`config.mk`:
```
export PLATFORM = sky130hd
export DESIGN_NAME = scc_chopper
export DESIGN_NICKNAME = d
export VERILOG_FILES = /design/src/src/scc_chopper.v
export VERILOG_INCLUDE_DIRS = /design/src /design/src/src
export SDC_FILE = /design/constraint.sdc
export NUM_CORES = 1
export LEC_CHECK = 0
export BUFFER_PORTS_ARGS = -buffer_cell sky130_fd_sc_hd__buf_4
export CAP_MARGIN = 10
export CORE_UTILIZATION = 68
export CTS_CLUSTER_SIZE = 8
export DETAILED_ROUTE_END_ITERATION = 16
export PLACE_DENSITY = 0.95
export SETUP_SLACK_MARGIN = 0.3
export SYNTH_ARGS = -nofsm -noshare
export SYNTH_HDL_FRONTEND = slang
export SYNTH_HIERARCHICAL = 1
export SYNTH_SLANG_ARGS = --single-unit
```
`constraint.sdc`:
```
create_clock -name i_sys_clk -period 9.4 [get_ports i_sys_clk]
set_input_delay 0.47 -clock i_sys_clk [delete_from_list [all_inputs] [get_ports i_sys_clk]]
set_output_delay 0.47 -clock i_sys_clk [all_outputs]
set_load 0.005 [all_outputs]
```
`src/src/scc_defines.vh`:
```
// Constants for the two-coil chopper sequencer.
// Assumes a 200 MHz system clock; included by src/scc_chopper.v only.
`ifndef SCC_DEFINES_VH
`define SCC_DEFINES_VH
// System clock period in picoseconds (5 ns).
`define SCC_CLK_PS 5000
// Blank times in nanoseconds for the four select codes.
`define SCC_BLANK0_NS 600
`define SCC_BLANK1_NS 900
`define SCC_BLANK2_NS 1200
`define SCC_BLANK3_NS 1500
// Blank times in system cycles (ns / 5), sized for the 9-bit blank count.
`define SCC_BLANK0_CYC 9'h078
`define SCC_BLANK1_CYC 9'h0B4
`define SCC_BLANK2_CYC 9'h0F0
`define SCC_BLANK3_CYC 9'h12C
// Low-side error limit and off-time in chopper periods.
`define SCC_ERR_LIMIT 2'h3
`define SCC_OFF_PERIODS 6'h3F
// Fast decay base length in system cycles, and its mixed-decay shrink shift.
`define SCC_FAST_CYC 16'h00C8
`define SCC_MIX_SHIFT 2
// Phase codes of one bridge.
`define SCC_PH_OFF 3'h0
`define SCC_PH_BLANK 3'h1
`define SCC_PH_ON 3'h2
`define SCC_PH_FAST 3'h3
`define SCC_PH_SLOW 3'h4
`define SCC_PH_TRIP 3'h5
`endif

```
`src/src/scc_chopper.v`:
```
// Two-bridge fixed-frequency current chopper with decay sequencing.
// Assumes all sense and control pins are asynchronous and are synchronised
// here; the oscillator is sampled as a pin, not used as a clock.
//
// Behaviour
// RL1: Both coils chop at one oscillator frequency, bridge B half a period later.
// RL2: Each cycle steps on, then fast decay, then slow decay; with mixed decay disabled the code goes from on straight to slow decay.
// RL3: Fast decay: both highs off, low side opposite the polarity on.
// RL4: Slow decay: both low-side transistors on regardless of polarity.
// RL5: A polarity change restarts that bridge's cycle at once.
// RL6: Mixed decay shortens fast decay as the on phase grows.
// RL7: Bridge A starts on the rising oscillator edge, bridge B on falling.
// RL8: On phase ends when sensed current reaches target.
// RL9: High-side overcurrent flagged when supply-threshold comparator trips.
// RL10: Short and overcurrent detection are masked during the blank interval.
// RL11: External oscillator at most 100 kHz and never left open.
// RL12: Controller enables mixed decay on falling current, off at standstill.
// RL13: With continuous mixed decay, chopper frequency at least 36 kHz.
// RL14: Voltage PWM mode toggles polarity; half duty gives zero current.
// RL15: Low-side overcurrent: bridge off for the cycle; third error holds 63 cycles.
// RL16: Two select inputs pick blank time 0.6, 0.9, 1.2 or 1.5 us.
// RL17: Bridge does not switch on if sense threshold already exceeded.
// RL18: Mixed-decay enables are active low; low polarity drives out1 to out2.
// RL19: Chopper period equals one oscillator period, on phase after blanking.
`timescale 1ns/1ps
`default_nettype none
`include "scc_defines.vh"

module scc_chopper
(
  input wire i_sys_clk,
  input wire i_nrst,
  input wire i_clk_en,
  input wire i_osc,
  input wire i_coil_a_polarity,
  input wire i_coil_b_polarity,
  input wire i_coil_a_mixed_decay_en_n,
  input wire i_coil_b_mixed_decay_en_n,
  input wire i_coil_a_sense_input,
  input wire i_coil_b_sense_input,
  input wire i_coil_a_lowside_ovc,
  input wire i_coil_b_lowside_ovc,
  input wire i_high_side_ovc,
  input wire i_blank_select_lo,
  input wire i_blank_select_hi,
  output reg [3:0] o_gate_a,
  output reg [3:0] o_gate_b,
  output reg o_high_side_err,
  output reg o_err_a,
  output reg o_err_b
);

  // Inputs in one vector so a single two-stage synchroniser serves them all.
  localparam NIN = 12;
  wire [NIN-1:0] raw_in;
  reg [NIN-1:0] sync1_q;
  reg [NIN-1:0] sync2_q;
  reg osc_prev_q;
  reg [1:0] bsel_q;
  reg [8:0] blank_cyc;
  wire osc_s;
  wire osc_rise;
  wire osc_fall;
  wire blank_any;
  wire [5:0] gate_a_w;
  wire [5:0] gate_b_w;
  wire hs_err_w;

  assign raw_in = {i_osc, i_coil_a_polarity, i_coil_b_polarity,
    i_coil_a_mixed_decay_en_n, i_coil_b_mixed_decay_en_n,
    i_coil_a_sense_input, i_coil_b_sense_input, i_coil_a_lowside_ovc,
    i_coil_b_lowside_ovc, i_high_side_ovc, i_blank_select_lo,
    i_blank_select_hi};

  // Two flip-flops per pin; only the second stage feeds any logic.
  always @(posedge i_sys_clk or negedge i_nrst)
  begin
    if (!i_nrst)
    begin
      sync1_q <= {NIN{1'b0}};
      sync2_q <= {NIN{1'b0}};
      osc_prev_q <= 1'b0;
      bsel_q <= 2'h0;
    end
    else if (i_clk_en)
    begin
      sync1_q <= raw_in;
      sync2_q <= sync1_q;
      osc_prev_q <= osc_s;
      bsel_q <= {sync2_q[0], sync2_q[1]};
    end
  end

  assign osc_s = sync2_q[11];
  assign osc_rise = osc_s & ~osc_prev_q; // [RL7]
  assign osc_fall = ~osc_s & osc_prev_q; // [RL7]

  // Blank length from the two select pins, high select is the upper bit.
  always @*
  begin
    case (bsel_q) // [RL16]
      2'h0: blank_cyc = `SCC_BLANK0_CYC;
      2'h1: blank_cyc = `SCC_BLANK1_CYC;
      2'h2: blank_cyc = `SCC_BLANK2_CYC;
      default: blank_cyc = `SCC_BLANK3_CYC;
    endcase
  end

  // Bridge A follows the rising edge and bridge B the falling edge, which
  // yields the half-period offset without a second clock.
  scc_bridge u_bridge_a
  (
    .i_sys_clk(i_sys_clk),
    .i_nrst(i_nrst),
    .i_clk_en(i_clk_en),
    .i_start(osc_rise), // [RL1]
    .i_pol(sync2_q[10]),
    .i_mix_n(sync2_q[8]),
    .i_sense(sync2_q[6]),
    .i_ls_ovc(sync2_q[4]),
    .i_blank_cyc(blank_cyc),
    .o_gate(gate_a_w[3:0]),
    .o_blank(gate_a_w[4]),
    .o_err(gate_a_w[5])
  );

  scc_bridge u_bridge_b
  (
    .i_sys_clk(i_sys_clk),
    .i_nrst(i_nrst),
    .i_clk_en(i_clk_en),
    .i_start(osc_fall), // [RL1]
    .i_pol(sync2_q[9]),
    .i_mix_n(sync2_q[7]),
    .i_sense(sync2_q[5]),
    .i_ls_ovc(sync2_q[3]),
    .i_blank_cyc(blank_cyc),
    .o_gate(gate_b_w[3:0]),
    .o_blank(gate_b_w[4]),
    .o_err(gate_b_w[5])
  );

  // A switching edge on either bridge can spike the supply sense, so the
  // high-side check is masked while either bridge is blanking.
  assign blank_any = gate_a_w[4] | gate_b_w[4];
  assign hs_err_w = sync2_q[2] & ~blank_any; // [RL9] [RL10]

  // Registered outputs; the high-side flag is sticky until reset.
  always @(posedge i_sys_clk or negedge i_nrst)
  begin
    if (!i_nrst)
    begin
      o_gate_a <= 4'h0;
      o_gate_b <= 4'h0;
      o_high_side_err <= 1'b0;
      o_err_a <= 1'b0;
      o_err_b <= 1'b0;
    end
    else if (i_clk_en)
    begin
      o_gate_a <= gate_a_w[3:0];
      o_gate_b <= gate_b_w[3:0];
      o_high_side_err <= o_high_side_err | hs_err_w; // [RL9]
      o_err_a <= gate_a_w[5];
      o_err_b <= gate_b_w[5];
    end
  end

endmodule

// One full bridge sequencer. Gate bits: [3] high1, [2] low1, [1] high2,
// [0] low2. Polarity low drives out1 high and out2 low.
module scc_bridge
(
  input wire i_sys_clk,
  input wire i_nrst,
  input wire i_clk_en,
  input wire i_start,
  input wire i_pol,
  input wire i_mix_n,
  input wire i_sense,
  input wire i_ls_ovc,
  input wire [8:0] i_blank_cyc,
  output reg [3:0] o_gate,
  output wire o_blank,
  output wire o_err
);

  reg [2:0] ph_q;
  reg [2:0] ph_d;
  reg [15:0] cnt_q;
  reg [15:0] cnt_d;
  reg [15:0] on_len_q;
  reg [15:0] on_len_d;
  reg [1:0] err_cnt_q;
  reg [1:0] err_cnt_d;
  reg [5:0] hold_q;
  reg [5:0] hold_d;
  reg pol_q;
  reg [15:0] fast_len;
  wire pol_chg;
  wire restart;

  assign pol_chg = i_pol ^ pol_q;
  assign restart = i_start | pol_chg; // [RL5]
  assign o_blank = (ph_q == `SCC_PH_BLANK);
  assign o_err = (hold_q != 6'h0);

  // Mixed decay trims the fast phase by a share of the last on time, so a
  // long on phase gets less fast decay and the mix settles by itself.
  always @*
  begin
    if (!i_mix_n && ((on_len_q >> `SCC_MIX_SHIFT) < `SCC_FAST_CYC))
      fast_len = `SCC_FAST_CYC - (on_len_q >> `SCC_MIX_SHIFT); // [RL6]
    else if (!i_mix_n)
      fast_len = 16'h0001; // [RL6]
    else
      fast_len = 16'h0000;
  end

  // Phase sequencer for one chopper period.
  always @*
  begin
    ph_d = ph_q;
    cnt_d = cnt_q + 16'h0001;
    on_len_d = on_len_q;
    err_cnt_d = err_cnt_q;
    hold_d = hold_q;
    if (restart)
    begin
      cnt_d = 16'h0000;
      if (i_start && hold_q != 6'h0)
      begin
        hold_d = hold_q - 6'h01; // [RL15]
        ph_d = `SCC_PH_OFF;
      end
      else if (hold_q != 6'h0)
        ph_d = `SCC_PH_OFF;
      else if (i_sense)
        ph_d = `SCC_PH_SLOW; // [RL17]
      else
        ph_d = `SCC_PH_BLANK; // [RL19]
    end
    else
    begin
      case (ph_q) // [RL2]
        `SCC_PH_BLANK:
          if (cnt_q >= {7'h00, i_blank_cyc} - 16'h0001)
          begin
            ph_d = `SCC_PH_ON; // [RL10]
            cnt_d = 16'h0000;
          end
        `SCC_PH_ON:
          if (i_ls_ovc)
          begin
            ph_d = `SCC_PH_TRIP; // [RL15]
            if (err_cnt_q == `SCC_ERR_LIMIT - 2'h1)
            begin
              err_cnt_d = 2'h0;
              hold_d = `SCC_OFF_PERIODS;
            end
            else
              err_cnt_d = err_cnt_q + 2'h1;
          end
          else if (i_sense)
          begin
            on_len_d = cnt_q; // [RL8]
            cnt_d = 16'h0000;
            ph_d = (fast_len == 16'h0000) ? `SCC_PH_SLOW : `SCC_PH_FAST;
          end
        `SCC_PH_FAST:
          if (cnt_q >= fast_len - 16'h0001)
            ph_d = `SCC_PH_SLOW; // [RL2]
        `SCC_PH_SLOW: ph_d = `SCC_PH_SLOW;
        `SCC_PH_TRIP: ph_d = `SCC_PH_TRIP;
        `SCC_PH_OFF: ph_d = `SCC_PH_OFF;
        default: ph_d = `SCC_PH_OFF;
      endcase
    end
  end

  // State registers of the bridge.
  always @(posedge i_sys_clk or negedge i_nrst)
  begin
    if (!i_nrst)
    begin
      ph_q <= `SCC_PH_OFF;
      cnt_q <= 16'h0000;
      on_len_q <= 16'h0000;
      err_cnt_q <= 2'h0;
      hold_q <= 6'h00;
      pol_q <= 1'b0;
    end
    else if (i_clk_en)
    begin
      ph_q <= ph_d;
      cnt_q <= cnt_d;
      on_len_q <= on_len_d;
      err_cnt_q <= err_cnt_d;
      hold_q <= hold_d;
      pol_q <= i_pol;
    end
  end

  // Gate pattern per phase; blanking already drives the on pattern.
  always @*
  begin
    case (ph_q)
      `SCC_PH_BLANK, `SCC_PH_ON:
        o_gate = i_pol ? 4'h6 : 4'h9;
      `SCC_PH_FAST:
        o_gate = i_pol ? 4'h1 : 4'h4; // [RL3]
      `SCC_PH_SLOW:
        o_gate = 4'h5; // [RL4]
      default:
        o_gate = 4'h0; // [RL15]
    endcase
  end

endmodule
`default_nettype wire

```
* After elaboration in Yosys (flattened, before gate mapping) *
Index checks and enable logic that the tools add are counted.

word-level totals
  output and inout port bits = 11
  bits of input ports = 15
  flip-flop bits (word level) = 126
  ROM bits = 0
  bits in writable memories = 0
  memories kept = 0
  latch bits = 0

operators by class
  reduce and logical (&&, ||, !) cells = 27
  divide/modulo/power cells = 0
  multipliers = 0
  order comparisons = 6
  eq/ne operators = 22
  add/subtract/negate cells = 11
  mux-type cells = 53
  bitwise operators = 16
  shift operators = 0

operators with widths
  operator                                                                       number
  16-bit 2-to-1 mux                                                              10
  16-bit greater-or-equal comparator                                             4
  16-bit one-hot mux with 2 select lines                                         2
  3-bit 2-to-1 mux                                                               20
  6-bit 2-to-1 mux                                                               10
  16-bit by 1-bit adder with 16-bit output, second input constant                2
  16-bit zero test                                                               2
  16-bit by 1-bit subtractor with 16-bit output, second input constant           2
  3-bit one-hot mux with 5 select lines                                          2
  8-bit by 14-bit subtractor with 15-bit output, first input constant            2
  14-bit by 8-bit less-than comparator with 1-bit output, second input constant  2
  9-bit one-hot mux with 3 select lines                                          1
  4-bit one-hot mux with 3 select lines                                          2
  5-bit AND reduction                                                            4
  4-bit AND reduction                                                            4
  3-bit by 2-bit equality test with 1-bit output, second input constant          4
  3-bit equality test, second input constant                                     4
  2-bit nonzero test                                                             6
  6-bit nonzero test                                                             2
  6-bit by 1-bit subtractor with 6-bit output, second input constant             2
  9-bit by 1-bit subtractor with 10-bit output, second input constant            1
  4-bit 2-to-1 mux                                                               2
  4-bit by 3-bit inequality test with 1-bit output, second input constant        2
  1-bit NOT                                                                      7
  other kinds (16)                                                               36

* Longest topological paths before layout *
  word-level depth = 9
  gate-level depth with buffers = 20
  mapped depth without buffers = 19

* By module *
Netlist, hierarchy kept.

modules (own cells, without submodules)
  module                   instances  seq. area each (um^2)  cells an instance  area an instance (um^2)
  scc_bridge (u_bridge_b)  1          1051.0                 420                3616.0
  scc_bridge (u_bridge_a)  1          1051.0                 390                3447.1
  scc_chopper              1          950.9                  99                 1531.5

* Least setup slack after synthesis *
Ideal clock, no wire load.

  kind = reg2reg
  start = register u_bridge_a.on_len_q[3]
  end = register u_bridge_a.ph_q[0]
  arrival = 4.291 ns
  cell stages (with the launch flop) = 20
  library setup time = 0.125 ns
  period minus slack after synthesis = 4.415 ns
  path slack = 4.985 ns
  cell sequence = dfrtp_1 or3_1 buf_2 o41ai_2 nand3_1 nor2_1 clkbuf_1 nand2_1 ha_1 nand3_1 a21oi_2 a21oi_1 ha_1 a21o_1 a2111oi_0 nand3_1 a2111oi_0 a211oi_1 o21ai_1 mux2_2

on the way
  cells in the longest elaborated chain, start to end = 9
  elaborated cells on any way between the ends = 14
  those cells by class = 2 x add/sub; 2 x order compare; 1 x eq/ne; 6 x mux; 3 x reduce/logical

RTL lines
  what                                                                                                   RTL line           text
  from (decl)                                                                                            scc_chopper.v:193  reg [15:0] on_len_q;
  from (signal assigned)                                                                                 scc_chopper.v:298  on_len_q <= on_len_d;
  14-bit by 8-bit less-than comparator with 1-bit output (no source line)                                n/a
  1-bit logical AND                                                                                      scc_chopper.v:213  if (!i_mix_n && ((on_len_q >> `SCC_MIX_SHIFT) < `SCC_FAST_CYC))
  16-bit 2-to-1 mux *                                                                                    scc_chopper.v:213
  parallel branches: the longest is 6 deep, another holds 16-bit by 1-bit subtractor with 16-bit output  n/a
  to (signal assigned)                                                                                   scc_chopper.v:287  ph_q <= `SCC_PH_OFF;
  to (signal assigned)                                                                                   scc_chopper.v:296  ph_q <= ph_d;
  to (decl)                                                                                              scc_chopper.v:189  reg [2:0] ph_q;

Every way passes the cells marked *. The select of a mux whose other input is x is not followed.
A chain may end at the register's enable or synchronous reset.

* Worst setup path after layout *
  start = register u_bridge_a.on_len_q[2]
  end = register u_bridge_a.ph_q[0]

The elaborated chain is that of the path after synthesis.

==> results_dict.tcl <==
set metrics [dict create \
    num-fill-cells 546 \
    diodes 0 \
    grt_pass1_vias 8474 \
    clock_latency_ns 0.43 \
    grt-ovfl-total 0 \
    antenna_left 0 \
    rows 40 \
    cp_max_fo 13 \
    core_sq_um 12200 \
    async_reset_ff_share_pct 100 \
    cts_tree "yes" \
    timing.fmax_ghz 0.169 \
    syn_area_sq_um 8590 \
    synth_cell_types 81 \
    synth_flop_cell "dfrtp_1" \
    final_cells 1122 \
    synth_edf_count 0 \
    synth_most_common_cell "dfrtp_1" \
    synthCells 909 \
    fin_nets 1035 \
    globalplace.congestion 0.929 \
    p_per_area_nw_per_um2 249 \
    die_height_microns 114 \
    dr.max_layer_used "met5" \
    start_util_pct 70.7 \
    finalMaxSlewViolations 0 \
    grt_first_pass_wirelength_mm 44.7 \
    syn_area_per_cell_sq_um 9.45 \
    status "completed" \
    required_ns 9.70 \
    place_hpwl_mm 15.2 \
    detailroute.wirelength.met2_mm 12.5 \
    cp-end-kind "flop" \
    reg2reg_depth 17 \
    r2r_slack_ns 3.49 \
    finalPower_mw 2.37 \
    dr_wl_met3_mm 3.98 \
    drt_iter0_markers 1818 \
    via_per_inst 7.74 \
    yosys_warnings 6 \
    crit_arrival_ns 6.22 \
    clock_skew_ns 0.0113 \
    post_cts_buffers 0 \
    slew_headroom_pct 36.3 \
    synth.cells.most_frequent "dfrtp_1, nand2_1, ha_1" \
    yosys.area.top_type "dfrtp_1" \
    clkTransAtPathRegs_ns 0.06 \
    area_delta_synth_final_pct 10.7 \
    drc 0 \
    cap_violations 0 \
    grt_max_degree 65 \
    timing.final.ws_setup_ns 3.49 \
    synth_area_leaders "dfrtp_1, ha_1, mux2_2" \
    ys_seq_elements 122 \
    ctsHoldBuffers 0 \
    cts_resized 0 \
    clockRootBuffer "clkbuf_16" \
    ios 26 \
    vias 8680 \
    first_pass_iters 8 \
    fp.dieW_microns 114 \
    worst_slew_pin_slew_ns 0.947 \
    ctsLongestPathBuffers 2 \
    rsz0062_at_grt "false" \
    drive_above_1_share_pct 15.5 \
    place_worst_setup_slack_ns 4.38 \
    routed_wl_mm 28.8 \
    drt-met1-wl_mm 9.34 \
    port_buffers 25 \
    setup_viol 0 \
    finalHoldViolCount 0 \
    synth_top_area_share_pct 35.5 \
    critPathKind "reg -> reg" \
    htreeDepth 4 \
    peakVddDrop_mv 0.257 \
    leakage_nw 4.30 \
    setup-tns-final_ns 0 \
    r2r_end "u_bridge_a/ph_q[0]$_DFFE_PN0P_" \
    cts.sinks 122 \
    r2r_start "u_bridge_a/on_len_q[2]$_DFFE_PN0P_" \
    min_period_ns 5.91 \
    min_path_type "in -> async" \
    die-area_sq_um 13100 \
    antenna_found_initial 1 \
    cp-start-kind "flop" \
    place_inst 1088 \
    avgRoutedWirePerCell_microns 25.7 \
    seq_area_frac_synth_pct 35.5 \
    period_share_pct 62.9 \
    numCtsBuffers 17 \
    grt_usage_pct 45.2 \
]
## cell type report
cell class	instances	area, sq um	area share, %
Clock buffer	21	450	4.73
Inverter	42	158	1.66
Timing Repair Buffer	31	234	2.46
Sequential cell	122	3050	32.1
Tap cell	168	210	2.21
Clock inverter	11	145	1.53
Multi-Input combinational cell	727	5260	55.3
## sequential cells by signal, summed over array words and instances, names as in the netlist, 2 cells and up
| signal | flops |
|---|---|
| u_bridge_b/ph_q | 3 |
| u_bridge_a/hold_q | 6 |
| u_bridge_b/hold_q | 6 |
| u_bridge_b/on_len_q | 14 |
| u_bridge_a/err_cnt_q | 2 |
| u_bridge_b/cnt_q | 16 |
| u_bridge_a/on_len_q | 14 |
| u_bridge_b/err_cnt_q | 2 |
| bsel_q | 2 |
| o_gate_a | 4 |
| sync1_q | 12 |
| sync2_q | 12 |
| u_bridge_a/ph_q | 3 |
| o_gate_b | 4 |
| u_bridge_a/cnt_q | 16 |
## kinds of logic after synthesis
logic type / count (synthesis) / share of synthesized area, %
and+or+nand+nor: 309 / 18.1
muxes: 68 / 8.85
xor gates and xnor gates: 46 / 4.69
adders and majority gates: 79 / 11.5
DFF: 122 / 35.5
buffers and inverters: 78 / 4.11
other: 2 / 0.0874
AOI/OAI and AO/OA: 205 / 17.1
## worst max-delay path, stage by stage, from the launching register on
cell and delay [ns]:
dfrtp_1 0.44, or3_1 0.50, o41ai_2 0.36, nand3_1 0.23, nor2_1 0.70, nand2_1 0.16, ha_1 0.36, nand3_1 0.19
a21oi_2 0.17, a21oi_1 0.20, ha_1 0.29, a21o_1 0.19, a2111oi_0 0.46, nand3_1 0.15, a2111oi_0 0.55, a211oi_1 0.20
o21ai_1 0.24, mux2_2 0.39
## cell usage in the layout (no fill, tap or decap), types with 5 or more instances in the layout
cell,synthesis,final
a211oi_1,10,10
a21o_1,9,9
a21oi_1,37,37
a31oi_1,17,17
a41oi_1,6,6
and2_1,5,5
and3_1,20,20
buf_4,2,29
clkbuf_16,0,17
conb_1,2,20
dfrtp_1,122,122
ha_1,79,79
inv_1,41,41
mux2_2,64,64
nand2_1,86,86
nand2b_1,19,19
nand3_1,28,28
nand4_1,9,9
nor2_1,62,62
nor2b_1,9,9
nor3_1,26,26
nor4_1,12,12
o211ai_1,7,7
o21a_1,6,6
o21ai_0,28,28
o21ai_1,14,14
o221ai_1,9,9
o22ai_1,7,7
xnor2_1,30,30
xor2_1,16,16
## power by group
group	internal, mW	switching (mW)
registers	0.624	0.152
logic	0.349	0.568
clock network	0.423	0.255
## routing by layer
metal  vias up  track usage, %
met4         4            33.3
met3       404            16.5
met2      1026            69.0
li1       3390               -
met5         -            3.53
met1      3856            52.1
## stage by stage
stage	hold WS (ns)	util [%]	instance area [sq um]
after global placement	0.461	73.2	8900
after global routing	0.219	78.2	9510
after CTS	0.168	78.1	9500
after floorplan	0.174	-	8660
final	0.154	78.2	9510
after detailed placement	0.489	73.2	8900
## worst max path at each step
stage,start,to,slack [ns],depth (start not counted)
2_1_floorplan,u_bridge_a/on_len_q[3]$_DFFE_PN0P_,u_bridge_a/ph_q[0]$_DFFE_PN0P_,4.98,19
4_1_cts,u_bridge_a/on_len_q[2]$_DFFE_PN0P_,u_bridge_a/ph_q[0]$_DFFE_PN0P_,3.84,17
3_3_place_gp,u_bridge_a/on_len_q[3]$_DFFE_PN0P_,u_bridge_a/ph_q[0]$_DFFE_PN0P_,4.66,17
5_1_grt,u_bridge_a/on_len_q[2]$_DFFE_PN0P_,u_bridge_a/ph_q[0]$_DFFE_PN0P_,3.41,17
6_report,u_bridge_a/on_len_q[2]$_DFFE_PN0P_,u_bridge_a/ph_q[0]$_DFFE_PN0P_,3.49,17
3_5_place_dp,u_bridge_a/on_len_q[3]$_DFFE_PN0P_,u_bridge_a/ph_q[0]$_DFFE_PN0P_,4.38,17
Note: power is estimated with default switching activity, not from simulation.
